===== src/verilog/adc_lp_pkg.sv =====
// Constants for the low-power converter control block
package adc_lp_pkg;
  localparam logic [2:0] ADDR_CFG = 3'h0;
  localparam logic [2:0] ADDR_SC2 = 3'h1;
  localparam logic [2:0] ADDR_SC1 = 3'h2;
  localparam logic [2:0] ADDR_RH = 3'h3;
  localparam logic [2:0] ADDR_RL = 3'h4;
  localparam logic [2:0] ADDR_CVH = 3'h5;
  localparam logic [2:0] ADDR_CVL = 3'h6;
  localparam logic [2:0] ADDR_PIN = 3'h7;
  localparam int CFG_LP = 7;
  localparam int CFG_DIV_LSB = 5;
  localparam int CFG_LSMP = 4;
  localparam int CFG_MODE_LSB = 2;
  localparam int CFG_CLK_LSB = 0;
  localparam int SC2_ACT = 7;
  localparam int SC2_TRG = 6;
  localparam int SC2_CFE = 5;
  localparam int SC2_CGT = 4;
  localparam int SC1_CONVERSION_COMPLETE_FLAG = 7;
  localparam int SC1_IEN = 6;
  localparam int SC1_CO = 5;
  localparam logic [1:0] MODE_8 = 2'h0;
  localparam logic [1:0] MODE_10 = 2'h2;
  localparam logic [1:0] CLK_ASYNC = 2'h3;
  localparam logic [4:0] CH_OFF = 5'h1F;
  localparam logic [7:0] SC1_RESET = 8'h1F;
  // Sample windows in half clocks: 3.5 and 23.5 cycles
  localparam logic [5:0] SAMPLE_SHORT_HALVES = 6'h07;
  localparam logic [5:0] SAMPLE_LONG_HALVES = 6'h2F;
endpackage : adc_lp_pkg


===== src/verilog/adc_lp_tick.sv =====
// Conversion clock tick generator with divider
`timescale 1ns/100ps
module adc_lp_tick
(
  input wire logic i_clk,
  input wire logic i_rstn,
  input wire logic i_async_tick,
  input wire logic [1:0] i_source,
  input wire logic [1:0] i_div,
  output logic o_tick
);
  typedef struct packed {
    logic [7:0] cnt;
    logic tick;
  } state_type;
  state_type st, next_st;
  logic src;
  always_comb
  begin
    next_st = st;
    src = (i_source == adc_lp_pkg::CLK_ASYNC) ? i_async_tick : 1'b1;
    next_st.tick = 1'b0;
    if (src)
    begin
      if (st.cnt >= ((8'h01 << i_div) - 8'h01))
      begin
        next_st.cnt = 8'h00;
        next_st.tick = 1'b1;
      end
      else
        next_st.cnt = st.cnt + 8'h01;
    end
  end
  always_ff @(posedge i_clk or negedge i_rstn)
  begin
    if (!i_rstn)
      st <= '0;
    else
      st <= next_st;
  end
  assign o_tick = st.tick;
endmodule : adc_lp_tick


===== src/verilog/adc_lowpower_control.sv =====
// Converter control: registers, sequencing, stop-mode handling
`timescale 1ns/100ps
module adc_lowpower_control
(
  input wire logic i_clk,
  input wire logic i_rstn,
  input wire logic [2:0] i_addr,
  input wire logic [7:0] i_wdata,
  input wire logic i_wr,
  input wire logic i_rd,
  output logic [7:0] o_rdata,
  input wire logic i_light_stop,
  input wire logic i_deep_stop,
  input wire logic i_hw_trigger,
  input wire logic i_async_tick,
  input wire logic [9:0] i_sample_code,
  input wire logic i_above_high_ref,
  input wire logic i_below_low_ref,
  output logic o_irq,
  output logic o_converter_on,
  output logic [4:0] o_channel,
  output logic [7:0] o_pin_digital_disable
);
  typedef enum logic [1:0] {IDLE, SAMPLE, CONVERT} phase_type;
  typedef struct packed {
    logic [7:0] cfg;
    logic [7:0] sc2;
    logic [7:0] sc1;
    logic [9:0] result;
    logic [9:0] cmpv;
    logic [7:0] pin;
    logic [7:0] rdata;
    logic high_read;
    logic stopped;
    phase_type phase;
    logic [5:0] cnt;
    logic [9:0] sample;
    logic irq;
    logic busy;
    logic [2:0] trg_sync;
    logic trg_level;
  } state_type;
  state_type st, next_st;
  logic tick;
  logic trg_rise;
  logic is10;
  logic [9:0] code;
  logic [10:0] diff;
  logic cond;
  logic start_req;
  adc_lp_tick u_tick
  (
    .i_clk(i_clk),
    .i_rstn(i_rstn),
    .i_async_tick(i_async_tick),
    .i_source(st.cfg[adc_lp_pkg::CFG_CLK_LSB +: 2]),
    .i_div(st.cfg[adc_lp_pkg::CFG_DIV_LSB +: 2]),
    .o_tick(tick)
  );
  assign is10 = st.cfg[adc_lp_pkg::CFG_MODE_LSB +: 2] == adc_lp_pkg::MODE_10;
  assign trg_rise = (st.trg_sync[2] == st.trg_sync[1]) && st.trg_sync[1]
    && !st.trg_level;
  always_comb
  begin
    next_st = st;
    code = 10'h000;
    diff = 11'h000;
    cond = 1'b0;
    start_req = 1'b0;
    next_st.trg_sync = {st.trg_sync[1:0], i_hw_trigger};
    if (st.trg_sync[2] == st.trg_sync[1])
      next_st.trg_level = st.trg_sync[1];
    next_st.rdata = 8'h00;
    if (i_rd && i_addr == adc_lp_pkg::ADDR_RH)
      next_st.high_read = is10;
    if (i_rd && i_addr == adc_lp_pkg::ADDR_RL)
      next_st.high_read = 1'b0;
    if (i_rd)
    begin
      unique case (i_addr)
        adc_lp_pkg::ADDR_CFG: next_st.rdata = st.cfg;
        adc_lp_pkg::ADDR_SC2:
          next_st.rdata = {st.phase != IDLE, st.sc2[6:4], 4'h0};
        adc_lp_pkg::ADDR_SC1: next_st.rdata = st.sc1;
        adc_lp_pkg::ADDR_RH: next_st.rdata = {6'h00, st.result[9:8]};
        adc_lp_pkg::ADDR_RL: next_st.rdata = st.result[7:0];
        adc_lp_pkg::ADDR_CVH: next_st.rdata = {6'h00, st.cmpv[9:8]};
        adc_lp_pkg::ADDR_CVL: next_st.rdata = st.cmpv[7:0];
        adc_lp_pkg::ADDR_PIN: next_st.rdata = st.pin;
      endcase
    end
    // Software start: any write except to RH/RL aborts; an sc1 write restarts unless trigger mode, channel off or light stop
    if (i_wr)
    begin
      next_st.phase = IDLE;
      unique case (i_addr)
        adc_lp_pkg::ADDR_CFG: next_st.cfg = i_wdata;
        adc_lp_pkg::ADDR_SC2: next_st.sc2 = {1'b0, i_wdata[6:4], 4'h0};
        adc_lp_pkg::ADDR_SC1:
        begin
          next_st.sc1 = {1'b0, i_wdata[6:0]};
          start_req = !st.sc2[adc_lp_pkg::SC2_TRG]
            && i_wdata[4:0] != adc_lp_pkg::CH_OFF && !i_light_stop;
        end
        adc_lp_pkg::ADDR_CVH: next_st.cmpv[9:8] = i_wdata[1:0];
        adc_lp_pkg::ADDR_CVL: next_st.cmpv[7:0] = i_wdata;
        adc_lp_pkg::ADDR_PIN: next_st.pin = i_wdata;
        default: next_st.phase = st.phase;
      endcase
      if (i_addr == adc_lp_pkg::ADDR_RH || i_addr == adc_lp_pkg::ADDR_RL)
        next_st.phase = st.phase;
    end
    // Reading the status register clears nothing; a sc1 write clears flag
    // hardware trigger starts also in light stop, only with the async clock selected
    if (st.sc2[adc_lp_pkg::SC2_TRG] && trg_rise
      && st.sc1[4:0] != adc_lp_pkg::CH_OFF)
      start_req = 1'b1;
    if (i_light_stop && st.cfg[1:0] != adc_lp_pkg::CLK_ASYNC)
    begin
      next_st.phase = IDLE;
      next_st.stopped = 1'b1;
      start_req = 1'b0;
    end
    // idle until new trigger
    // Stopped marker lasts past the exit, until a real start clears it
    if (start_req && next_st.phase == IDLE)
    begin
      next_st.phase = SAMPLE;
      next_st.stopped = 1'b0;
      next_st.cnt = st.cfg[adc_lp_pkg::CFG_LSMP] ?
        adc_lp_pkg::SAMPLE_LONG_HALVES : adc_lp_pkg::SAMPLE_SHORT_HALVES;
    end
    // async clock keeps running in light stop
    // Advance only what no abort has cancelled in this same cycle
    else if (tick && next_st.phase == SAMPLE)
    begin
      if (st.cnt <= 6'h02)
      begin
        next_st.phase = CONVERT;
        next_st.cnt = is10 ? 6'h0A : 6'h08;
        next_st.sample = i_sample_code;
      end
      else
        next_st.cnt = st.cnt - 6'h02;
    end
    else if (tick && next_st.phase == CONVERT)
    begin
      if (st.cnt > 6'h01)
        next_st.cnt = st.cnt - 6'h01;
      else
      begin
        if (i_above_high_ref)
          code = is10 ? 10'h3FF : 10'h0FF;
        else if (i_below_low_ref)
          code = 10'h000;
        else
          code = is10 ? st.sample : {2'h0, st.sample[9:2]};
        diff = {1'b0, code} - {1'b0, st.cmpv};
        cond = !st.sc2[adc_lp_pkg::SC2_CFE]
          || (st.sc2[adc_lp_pkg::SC2_CGT] ? !diff[10] : diff[10]);
        next_st.phase = IDLE;
        if (cond && st.high_read)
        begin
          next_st.phase = SAMPLE;
          next_st.cnt = st.cfg[adc_lp_pkg::CFG_LSMP] ?
            adc_lp_pkg::SAMPLE_LONG_HALVES : adc_lp_pkg::SAMPLE_SHORT_HALVES;
        end
        else
        begin
          if (cond)
          begin
            next_st.sc1[adc_lp_pkg::SC1_CONVERSION_COMPLETE_FLAG] = 1'b1;
            next_st.result = st.sc2[adc_lp_pkg::SC2_CFE] ? diff[9:0] : code;
          end
          if (st.sc1[adc_lp_pkg::SC1_CO])
          begin
            next_st.phase = SAMPLE;
            next_st.cnt = st.cfg[adc_lp_pkg::CFG_LSMP] ?
              adc_lp_pkg::SAMPLE_LONG_HALVES :
              adc_lp_pkg::SAMPLE_SHORT_HALVES;
          end
        end
      end
    end
    next_st.irq = next_st.sc1[adc_lp_pkg::SC1_CONVERSION_COMPLETE_FLAG]
      && next_st.sc1[adc_lp_pkg::SC1_IEN];
    next_st.busy = next_st.phase != IDLE;
  end
  always_ff @(posedge i_clk or negedge i_rstn)
  begin
    if (!i_rstn)
    begin
      st <= '0;
      st.sc1 <= adc_lp_pkg::SC1_RESET;
      st.phase <= IDLE;
    end
    // deep stop returns all control registers to reset values; the tick divider keeps its count
    else if (i_deep_stop)
    begin
      st <= '0;
      st.sc1 <= adc_lp_pkg::SC1_RESET;
      st.phase <= IDLE;
    end
    else
      st <= next_st;
  end
  assign o_rdata = st.rdata;
  assign o_irq = st.irq;
  assign o_converter_on = st.busy;
  assign o_channel = st.sc1[4:0];
  assign o_pin_digital_disable = st.pin;
  property p_abort;
    @(posedge i_clk) disable iff (!i_rstn)
    (i_light_stop && st.cfg[1:0] != adc_lp_pkg::CLK_ASYNC && !i_deep_stop)
      |=> st.phase == IDLE;
  endproperty
  a_abort: assert property (p_abort) else $error("no abort in stop");
  property p_result_hold;
    @(posedge i_clk) disable iff (!i_rstn)
    ($rose(i_light_stop) && st.cfg[1:0] != adc_lp_pkg::CLK_ASYNC
      && !i_deep_stop) |=> $stable(st.result);
  endproperty
  a_result_hold: assert property (p_result_hold)
    else $error("result changed on stop");
  property p_irq;
    @(posedge i_clk) disable iff (!i_rstn)
    o_irq |-> st.sc1[adc_lp_pkg::SC1_CONVERSION_COMPLETE_FLAG] && st.sc1[adc_lp_pkg::SC1_IEN];
  endproperty
  a_irq: assert property (p_irq) else $error("irq without cause");
  property p_deep;
    @(posedge i_clk) disable iff (!i_rstn)
    i_deep_stop |=> st.cfg == 8'h00 && st.phase == IDLE;
  endproperty
  a_deep: assert property (p_deep) else $error("deep stop kept state");
  property p_sc2_zero;
    @(posedge i_clk) disable iff (!i_rstn)
    (i_rd && i_addr == adc_lp_pkg::ADDR_SC2) |=> o_rdata[3:0] == 4'h0;
  endproperty
  a_sc2_zero: assert property (p_sc2_zero)
    else $error("sc2 low bits nonzero");
  property p_block;
    @(posedge i_clk) disable iff (!i_rstn)
    (st.high_read && !i_rd && !i_wr && !i_deep_stop) |=> $stable(st.result);
  endproperty
  a_block: assert property (p_block) else $error("blocked result moved");
  property p_stay_idle;
    @(posedge i_clk) disable iff (!i_rstn)
    (st.stopped && st.phase == IDLE && !trg_rise && !i_wr)
      |=> st.phase == IDLE;
  endproperty
  a_stay_idle: assert property (p_stay_idle)
    else $error("started without trigger");
  property p_ls_start;
    @(posedge i_clk) disable iff (!i_rstn)
    (i_light_stop && st.phase == IDLE && !trg_rise && !i_deep_stop)
      |=> st.phase == IDLE;
  endproperty
  a_ls_start: assert property (p_ls_start)
    else $error("software start in stop");
endmodule : adc_lowpower_control


===== config.mk =====
export PLATFORM = sky130hd
export DESIGN_NAME = adc_lowpower_control
export DESIGN_NICKNAME = d
export VERILOG_FILES = /design/src/verilog/adc_lp_pkg.sv /design/src/verilog/adc_lp_tick.sv /design/src/verilog/adc_lowpower_control.sv
export SDC_FILE = /design/constraint.sdc
export NUM_CORES = 1
export LEC_CHECK = 0
export BUFFER_PORTS_ARGS = -buffer_cell sky130_fd_sc_hd__buf_2
export CORE_MARGIN = 2
export CORE_UTILIZATION = 60
export DETAILED_ROUTE_END_ITERATION = 8
export PLACE_DENSITY = 0.87
export RECOVER_POWER = 25
export SYNTH_ARGS = -nofsm -noshare
export SYNTH_HDL_FRONTEND = slang
export SYNTH_SLANG_ARGS = --single-unit

===== constraint.sdc =====
create_clock -name i_clk -period 4.09 [get_ports i_clk]
set_input_delay 0.818 -clock i_clk [delete_from_list [all_inputs] [get_ports i_clk]]
set_output_delay 0.818 -clock i_clk [all_outputs]
set_load 0.05 [all_outputs]

# Word-level counts from Yosys, hierarchy flattened
# Index checks and enable logic that the tools add are counted.
dict set report op_classes {
  add_sub_neg 5
  n_lt_le_gt_ge 3
  eq_ne 19
  shift 1
  muxes 63
  reduce_logical 50
}
# operator n
set op_table {}
lappend op_table {{10-bit 2-to-1 mux} 18}
lappend op_table {{8-bit 2-to-1 mux} 11}
lappend op_table {{86-bit 2-to-1 mux} 1}
lappend op_table {{8-bit case mux with 8 select lines} 1}
lappend op_table {{2-bit nonzero test} 14}
lappend op_table {{24-bit 2-to-1 mux} 1}
lappend op_table {{1-bit 2-to-1 mux} 18}
lappend op_table {{18-bit 2-to-1 mux} 1}
lappend op_table {{6-bit 2-to-1 mux} 3}
lappend op_table {{1-bit logical AND} 14}
lappend op_table {{2-bit 2-to-1 mux} 7}
lappend op_table {{2-bit AND reduction} 7}
lappend op_table {{3-bit == test, second input constant} 4}
lappend op_table {{10-bit by 10-bit subtractor with 11-bit output} 1}
lappend op_table {{2-bit != test, second input constant} 5}
lappend op_table {{5-bit != test, second input constant} 2}
lappend op_table {{8-bit by 1-bit adder with 8-bit output, second input constant} 1}
lappend op_table {{8-bit greater-or-equal comparator} 1}
lappend op_table {{1-bit by 2-bit left shift with 8-bit output, first input constant} 1}
lappend op_table {{8-bit by 1-bit subtractor with 8-bit output, second input constant} 1}
lappend op_table {{7-bit 2-to-1 mux} 1}
lappend op_table {{2-bit == test, second input constant} 3}
lappend op_table {{3-bit by 2-bit == test with 1-bit output, second input constant} 2}
lappend op_table {{6-bit by 1-bit > comparator with 1-bit output, second input constant} 1}
lappend op_table {{other kinds (17)} 22}
dict set report totals {
  register_bits 93
  in_bits 31
  output_inout_bits 23
  word_cells 160
}

# Longest topological paths before layout
dict set report logic_depth {
  word_depth 23
  mapped_depth 14
  ltp_nobuf 13
}

# By module
# From an unflattened synthesis, not the netlist that was laid out.
dict set report hier_totals {
  cells_unflattened 610
  hier_area_um2 5524.0
}
# module instances cells_each area_each_um2 seq_area_each_um2
set modules_own_cells {}
lappend modules_own_cells {adc_lowpower_control 1 560 4993.5 2008.2}
lappend modules_own_cells {adc_lp_tick 1 50 530.5 225.2}

# Worst setup path before layout
# No wires, ideal clock.
dict set report synth_path {
  path_kind {register to register}
  start {reg st[80] (netlist bit)}
  end {reg st[16] (netlist bit)}
  setup_ps 126
  arrival_time_ps 3485
  setup_slack_ps 479
  path_stages_with_launch 15
  path_cell_list {dfrtp_1 > nor2b_1 > buf_1 > mux2i_1 > nor2_1 > nor2_1 > ha_1 > fa_1 > nand2b_1 > a21oi_1 > a21oi_1 > or3_1 > a211oi_1 > nor3_1 > a221o_1}
}
dict set report synth_between {
  elab_chain_len 19
}
# item line
set synth_lines {}
lappend synth_lines {{from (decl)} adc_lowpower_control.sv:43} ;# state_type st, next_st;
lappend synth_lines {{from (signal assigned)} adc_lowpower_control.sv:205} ;# st <= next_st;
lappend synth_lines {{2-bit == test (*)} adc_lowpower_control.sv:60} ;# assign is10 = st.cfg[adc_lp_pkg::CFG_MODE_LSB +: 2] == adc_lp_pkg::MODE_10;
lappend synth_lines {{10-bit 2-to-1 mux} adc_lowpower_control.sv:157} ;# code = is10 ? st.sample : {2'h0, st.sample[9:2]};
lappend synth_lines {{10-bit 2-to-1 mux} adc_lowpower_control.sv:154} ;# else if (i_below_low_ref)
lappend synth_lines {{10-bit 2-to-1 mux (*)} adc_lowpower_control.sv:152} ;# if (i_above_high_ref)
lappend synth_lines {{10-bit 2-to-1 mux (*)} adc_lowpower_control.sv:148} ;# if (st.cnt > 6'h01)
lappend synth_lines {{10-bit 2-to-1 mux (*)} adc_lowpower_control.sv:146} ;# else if (tick && next_st.phase == CONVERT)
lappend synth_lines {{10-bit 2-to-1 mux (*)} adc_lowpower_control.sv:135} ;# else if (tick && next_st.phase == SAMPLE)
lappend synth_lines {{10-bit 2-to-1 mux (*)} adc_lowpower_control.sv:126} ;# if (start_req && next_st.phase == IDLE)
lappend synth_lines {{[... 3 more ...]} n/a}
lappend synth_lines {{1-bit logical OR (*)} adc_lowpower_control.sv:160} ;# || (st.sc2[adc_lp_pkg::SC2_CGT] ? !diff[10] : diff[10]);
lappend synth_lines {{1-bit logical AND (*)} adc_lowpower_control.sv:162} ;# if (cond && st.high_read)
lappend synth_lines {{8-bit 2-to-1 mux} adc_lowpower_control.sv:162}
lappend synth_lines {{6-bit 2-to-1 mux} adc_lowpower_control.sv:148}
lappend synth_lines {{8-bit 2-to-1 mux} adc_lowpower_control.sv:146}
lappend synth_lines {{8-bit 2-to-1 mux} adc_lowpower_control.sv:135}
lappend synth_lines {{8-bit 2-to-1 mux} adc_lowpower_control.sv:126}
lappend synth_lines {{86-bit 2-to-1 mux} adc_lowpower_control.sv:198} ;# else if (i_deep_stop)
# Mark *: on every way between the ends. The rest lies on a longest branch, timed or not. The select of a mux whose other input is x is not followed.
# A chain may end at the register's enable or synchronous reset.

# Final worst setup path
dict set report layout_path {
  start {reg st[81] (netlist bit)}
  end {reg st[18] (netlist bit)}
}
# Same word-level chain as after synthesis.

==> summary.md <==
| Metric | Value |
|---|---|
| Status | finished with violations |
| Failing checks | capacitance limit, slew limit |
| Reg2Reg Depth | 13 |
| Antenna diodes | 0 |
| Avg Cell Area, Syn | 9.13 sq um |
| Top cell type by total area after synthesis | dfrtp_1 |
| Worst Path Max Fanout | 4 |
| Starting DRT DRC Count | 470 |
| Core area | 8810 sq um |
| Yosys top cell area share | 38.2% |
| CP Class | reg2reg |
| Crit path from | st[81] |
| Final slew viol count | 63 |
| Largest cells by area after synthesis | dfrtp_1, nand2_1, mux2i_1 |
| Async set-reset flop share out of synthesis | 100% |
| Synth Warn # | 0 |
| Synthesized area | 5510 sq um |
| Nature of the critical path endpoint | register |
| Skew final | 0.0117 ns |
| First-pass GRT wire length | 22.6 mm |
| Initial antenna violation count | 0 |
| Predominant post-synthesis flop cell | dfrtp_1 |
| Post-synth cell types | 72 |
| EDFF count, synth | 0 |
| Fin worst setup slack | 0.372 ns |
| CTS buffer count | 9 |
| Reg-to-Reg Start | st[81] |
| Register area share after synthesis | 40.5% |
| DR DRC count | 0 |
| HPWL Detailed | 10.1 mm |
| Post-route setup TNS | 0 ns |
| Worst-margin pin slew | 3.23 ns |
| RSZ-0062 raised after global routing | no |
| RR Endpoint | st[18] |
| Crit path required time | 4.35 ns |
| Full die area | 9960 sq um |
| Via count | 4686 |
| Peak supply drop | 0.000210 V |
| Largest net degree at the start of global routing | 63 |
| Final #Nets | 675 |
| Placed instance count | 720 |
| Slowest CP cell | dfrtp_1 |
| Post-DR wirelength/cell | 18.9 um |
| Critical path's top delay family | simple AND/OR/NAND/NOR gates |
| Critical hold path startpoint | next_st[2] |
| CTS tree | built |
| Worst path depth | 13 |
| Total grt overflow | 0 |
| WL final | 13.9 mm |
| Worst path bufs/invs | 0 |
| Final instance area | 5890 sq um |
| Fin. Hold Viols | 0 |
| Setup violators final | 0 |
| Lkg Pwr | 2.68 nW |
| Crit path cell chain | nor2b_2 -> mux2i_1 -> nor2_1 -> nor2_1 -> ha_1 -> fa_1 -> nand2b_1 -> a21oi_1 -> a21oi_1 -> or3_1 -> a211oi_1 -> nor3_1 -> a221o_1 |
| Ports | 54 |
| Final cell count without fillers | 736 |
| Mapped Cells | 603 |
| HP Class | reg2reg |
| Power per standard cell area | 306 nW/um^2 |
| Post-route ant nets | 0 |
| Global Route Usage Sum | 29.0% |
| Width of the die | 99.8 um |
| Max Fclk | 269 MHz |
| Seq cells post-synth | 89 |
| Starting Density | 62.5% |
| Post-route minimum period | 3.72 ns |
| Syn nets | 655 |
| Rows | 34 |
| Layout area overhead | 6.88% |
| FILL cells | 684 |
| Pre-CTS setup slack | 0.249 ns |
| Clock slew at reported path FFs | 0.09 ns |
| H-tree levels | 3 |
| Min Hold Slack | 0.489 ns |
| Worst setup endpoint | st[18] |
| Vias/cell | 6.37 |
| Post-CTS setup buffer count | 0 |
| Clock Latency Late Sink | 0.37 ns |
| Crit path largest cell delay | 0.40 ns |
| Root buf cell | clkbuf_8 |
| Share of cells above drive strength 1 | 16.9% |
| R2R setup slack | 0.37 ns |
| Clock Sinks | 89 |
| Vias in the first global route | 4571 |
| Crit start category | register |
| Fin crit share | 90.9% |
| Die Ht | 99.8 um |
| Slew headroom | -115% |
| 1st-pass router iterations | 8 |
| CP arrival | 3.98 ns |
| Port Buffer Count | 53 |
| Gp weighted congestion | 0.959 |
| Maxcap violations | 1 |
| DP Area | 5670 sq um |
| Clock buffer depth | 2 |
==> how the worst min path moves through the flow <==
stage / end / cells past startpoint
floorplan: next_st[3] / 1
CTS: next_st[3] / 1
finish: next_st[3] / 1
global route: st[57] / 1
detailed placement: next_st[3] / 1
global placement: st[56] / 1
==> kinds of logic after synthesis <==
kind of cell	count (synthesis)	synth area share (%)
flops	89	40.5
buf+inv	70	6.63
simple gates	239	20.9
compound gates	131	16.6
mux	41	8.50
xor+xnor	12	1.91
fa+ha+maj	21	4.91
==> flip-flops by register name, summed over array words and instances, names as in the netlist <==
signal	flops
st	55
o_rdata	8
next_st	2
u_tick.st	8
o_channel	5
o_irq	1
o_pin_digital_disable	8
o_converter_on	1
u_tick.o_tick	1
==> power by group <==
group | internal (mW) | switching (mW)
clock network | 0.326 | 0.341
logic | 0.0762 | 0.153
registers | 0.893 | 0.0136
total | 1.30 | 0.508
==> synthesized netlist by cell type (all sizes together), types with 4 or more instances <==
cell type and number:
a211oi 5, a21oi 40, a22oi 5, a31oi 8, and2 4, and3 8, buf 29, clkbuf 22
dfrtp 84, dfstp 5, ha 20, inv 19, mux2i 34, mux4 4, nand2 99, nand2b 5
nand3 7, nand3b 9, nor2 65, nor2b 9, nor3 11, nor4 4, o21a 4, o21ai 16
o21bai 8, o2bb2ai 12, or2 5, xnor2 8, xor2 4
==> layer usage <==
| metal | track usage [%] | vias up | share of wire, % | wire [um] |
|---|---|---|---|---|
| met3 | 6.96 | 34 | 8.9 | 1240 |
| met5 | 0 | - | 0 | 0 |
| li1 | - | 2155 | - | - |
| met1 | 37.7 | 2232 | 40 | 5550 |
| met4 | 10.0 | 0 | 2.5 | 341 |
| met2 | 47.9 | 265 | 49 | 6760 |
==> cell type report <==
type                    count  area, sq um  share of cell area [%]
clock buffers              11          151                    2.57
repair buffers             60          317                    5.38
well taps                 108          135                    2.30
clock inverters             5         67.6                    1.15
flip-flops and latches     89         2230                    37.9
multi-input cells         444         2910                    49.5
inverters                  19         71.3                    1.21
==> cell usage in the layout, fill, tap and decap left out, drive strengths merged, types with 9 or more instances in the layout <==
cell,count
mux2i,34
nand3b,9
buf,59
nor2,65
o21ai,16
nand2,99
nor3,11
o2bb2ai,12
nor2b,9
dfrtp,84
a21oi,40
inv,22
ha,20
clkbuf,12
==> per-stage QoR <==
| step | util (%) | power (mW) |
|---|---|---|
| after global placement | 64.4 | 1.14 |
| final | 66.9 | 1.80 |
| after CTS | 66.9 | 1.80 |
| after detailed placement | 64.4 | 1.15 |
| after global routing | 66.9 | 1.87 |
| after floorplan | - | 1.08 |
==> repair_timing <==
action	CTS	global route
endpoints found under the setup margin	0	3
gates resized for setup	0	1
hold buffers	0	0
(Power assumes the default switching activity.)
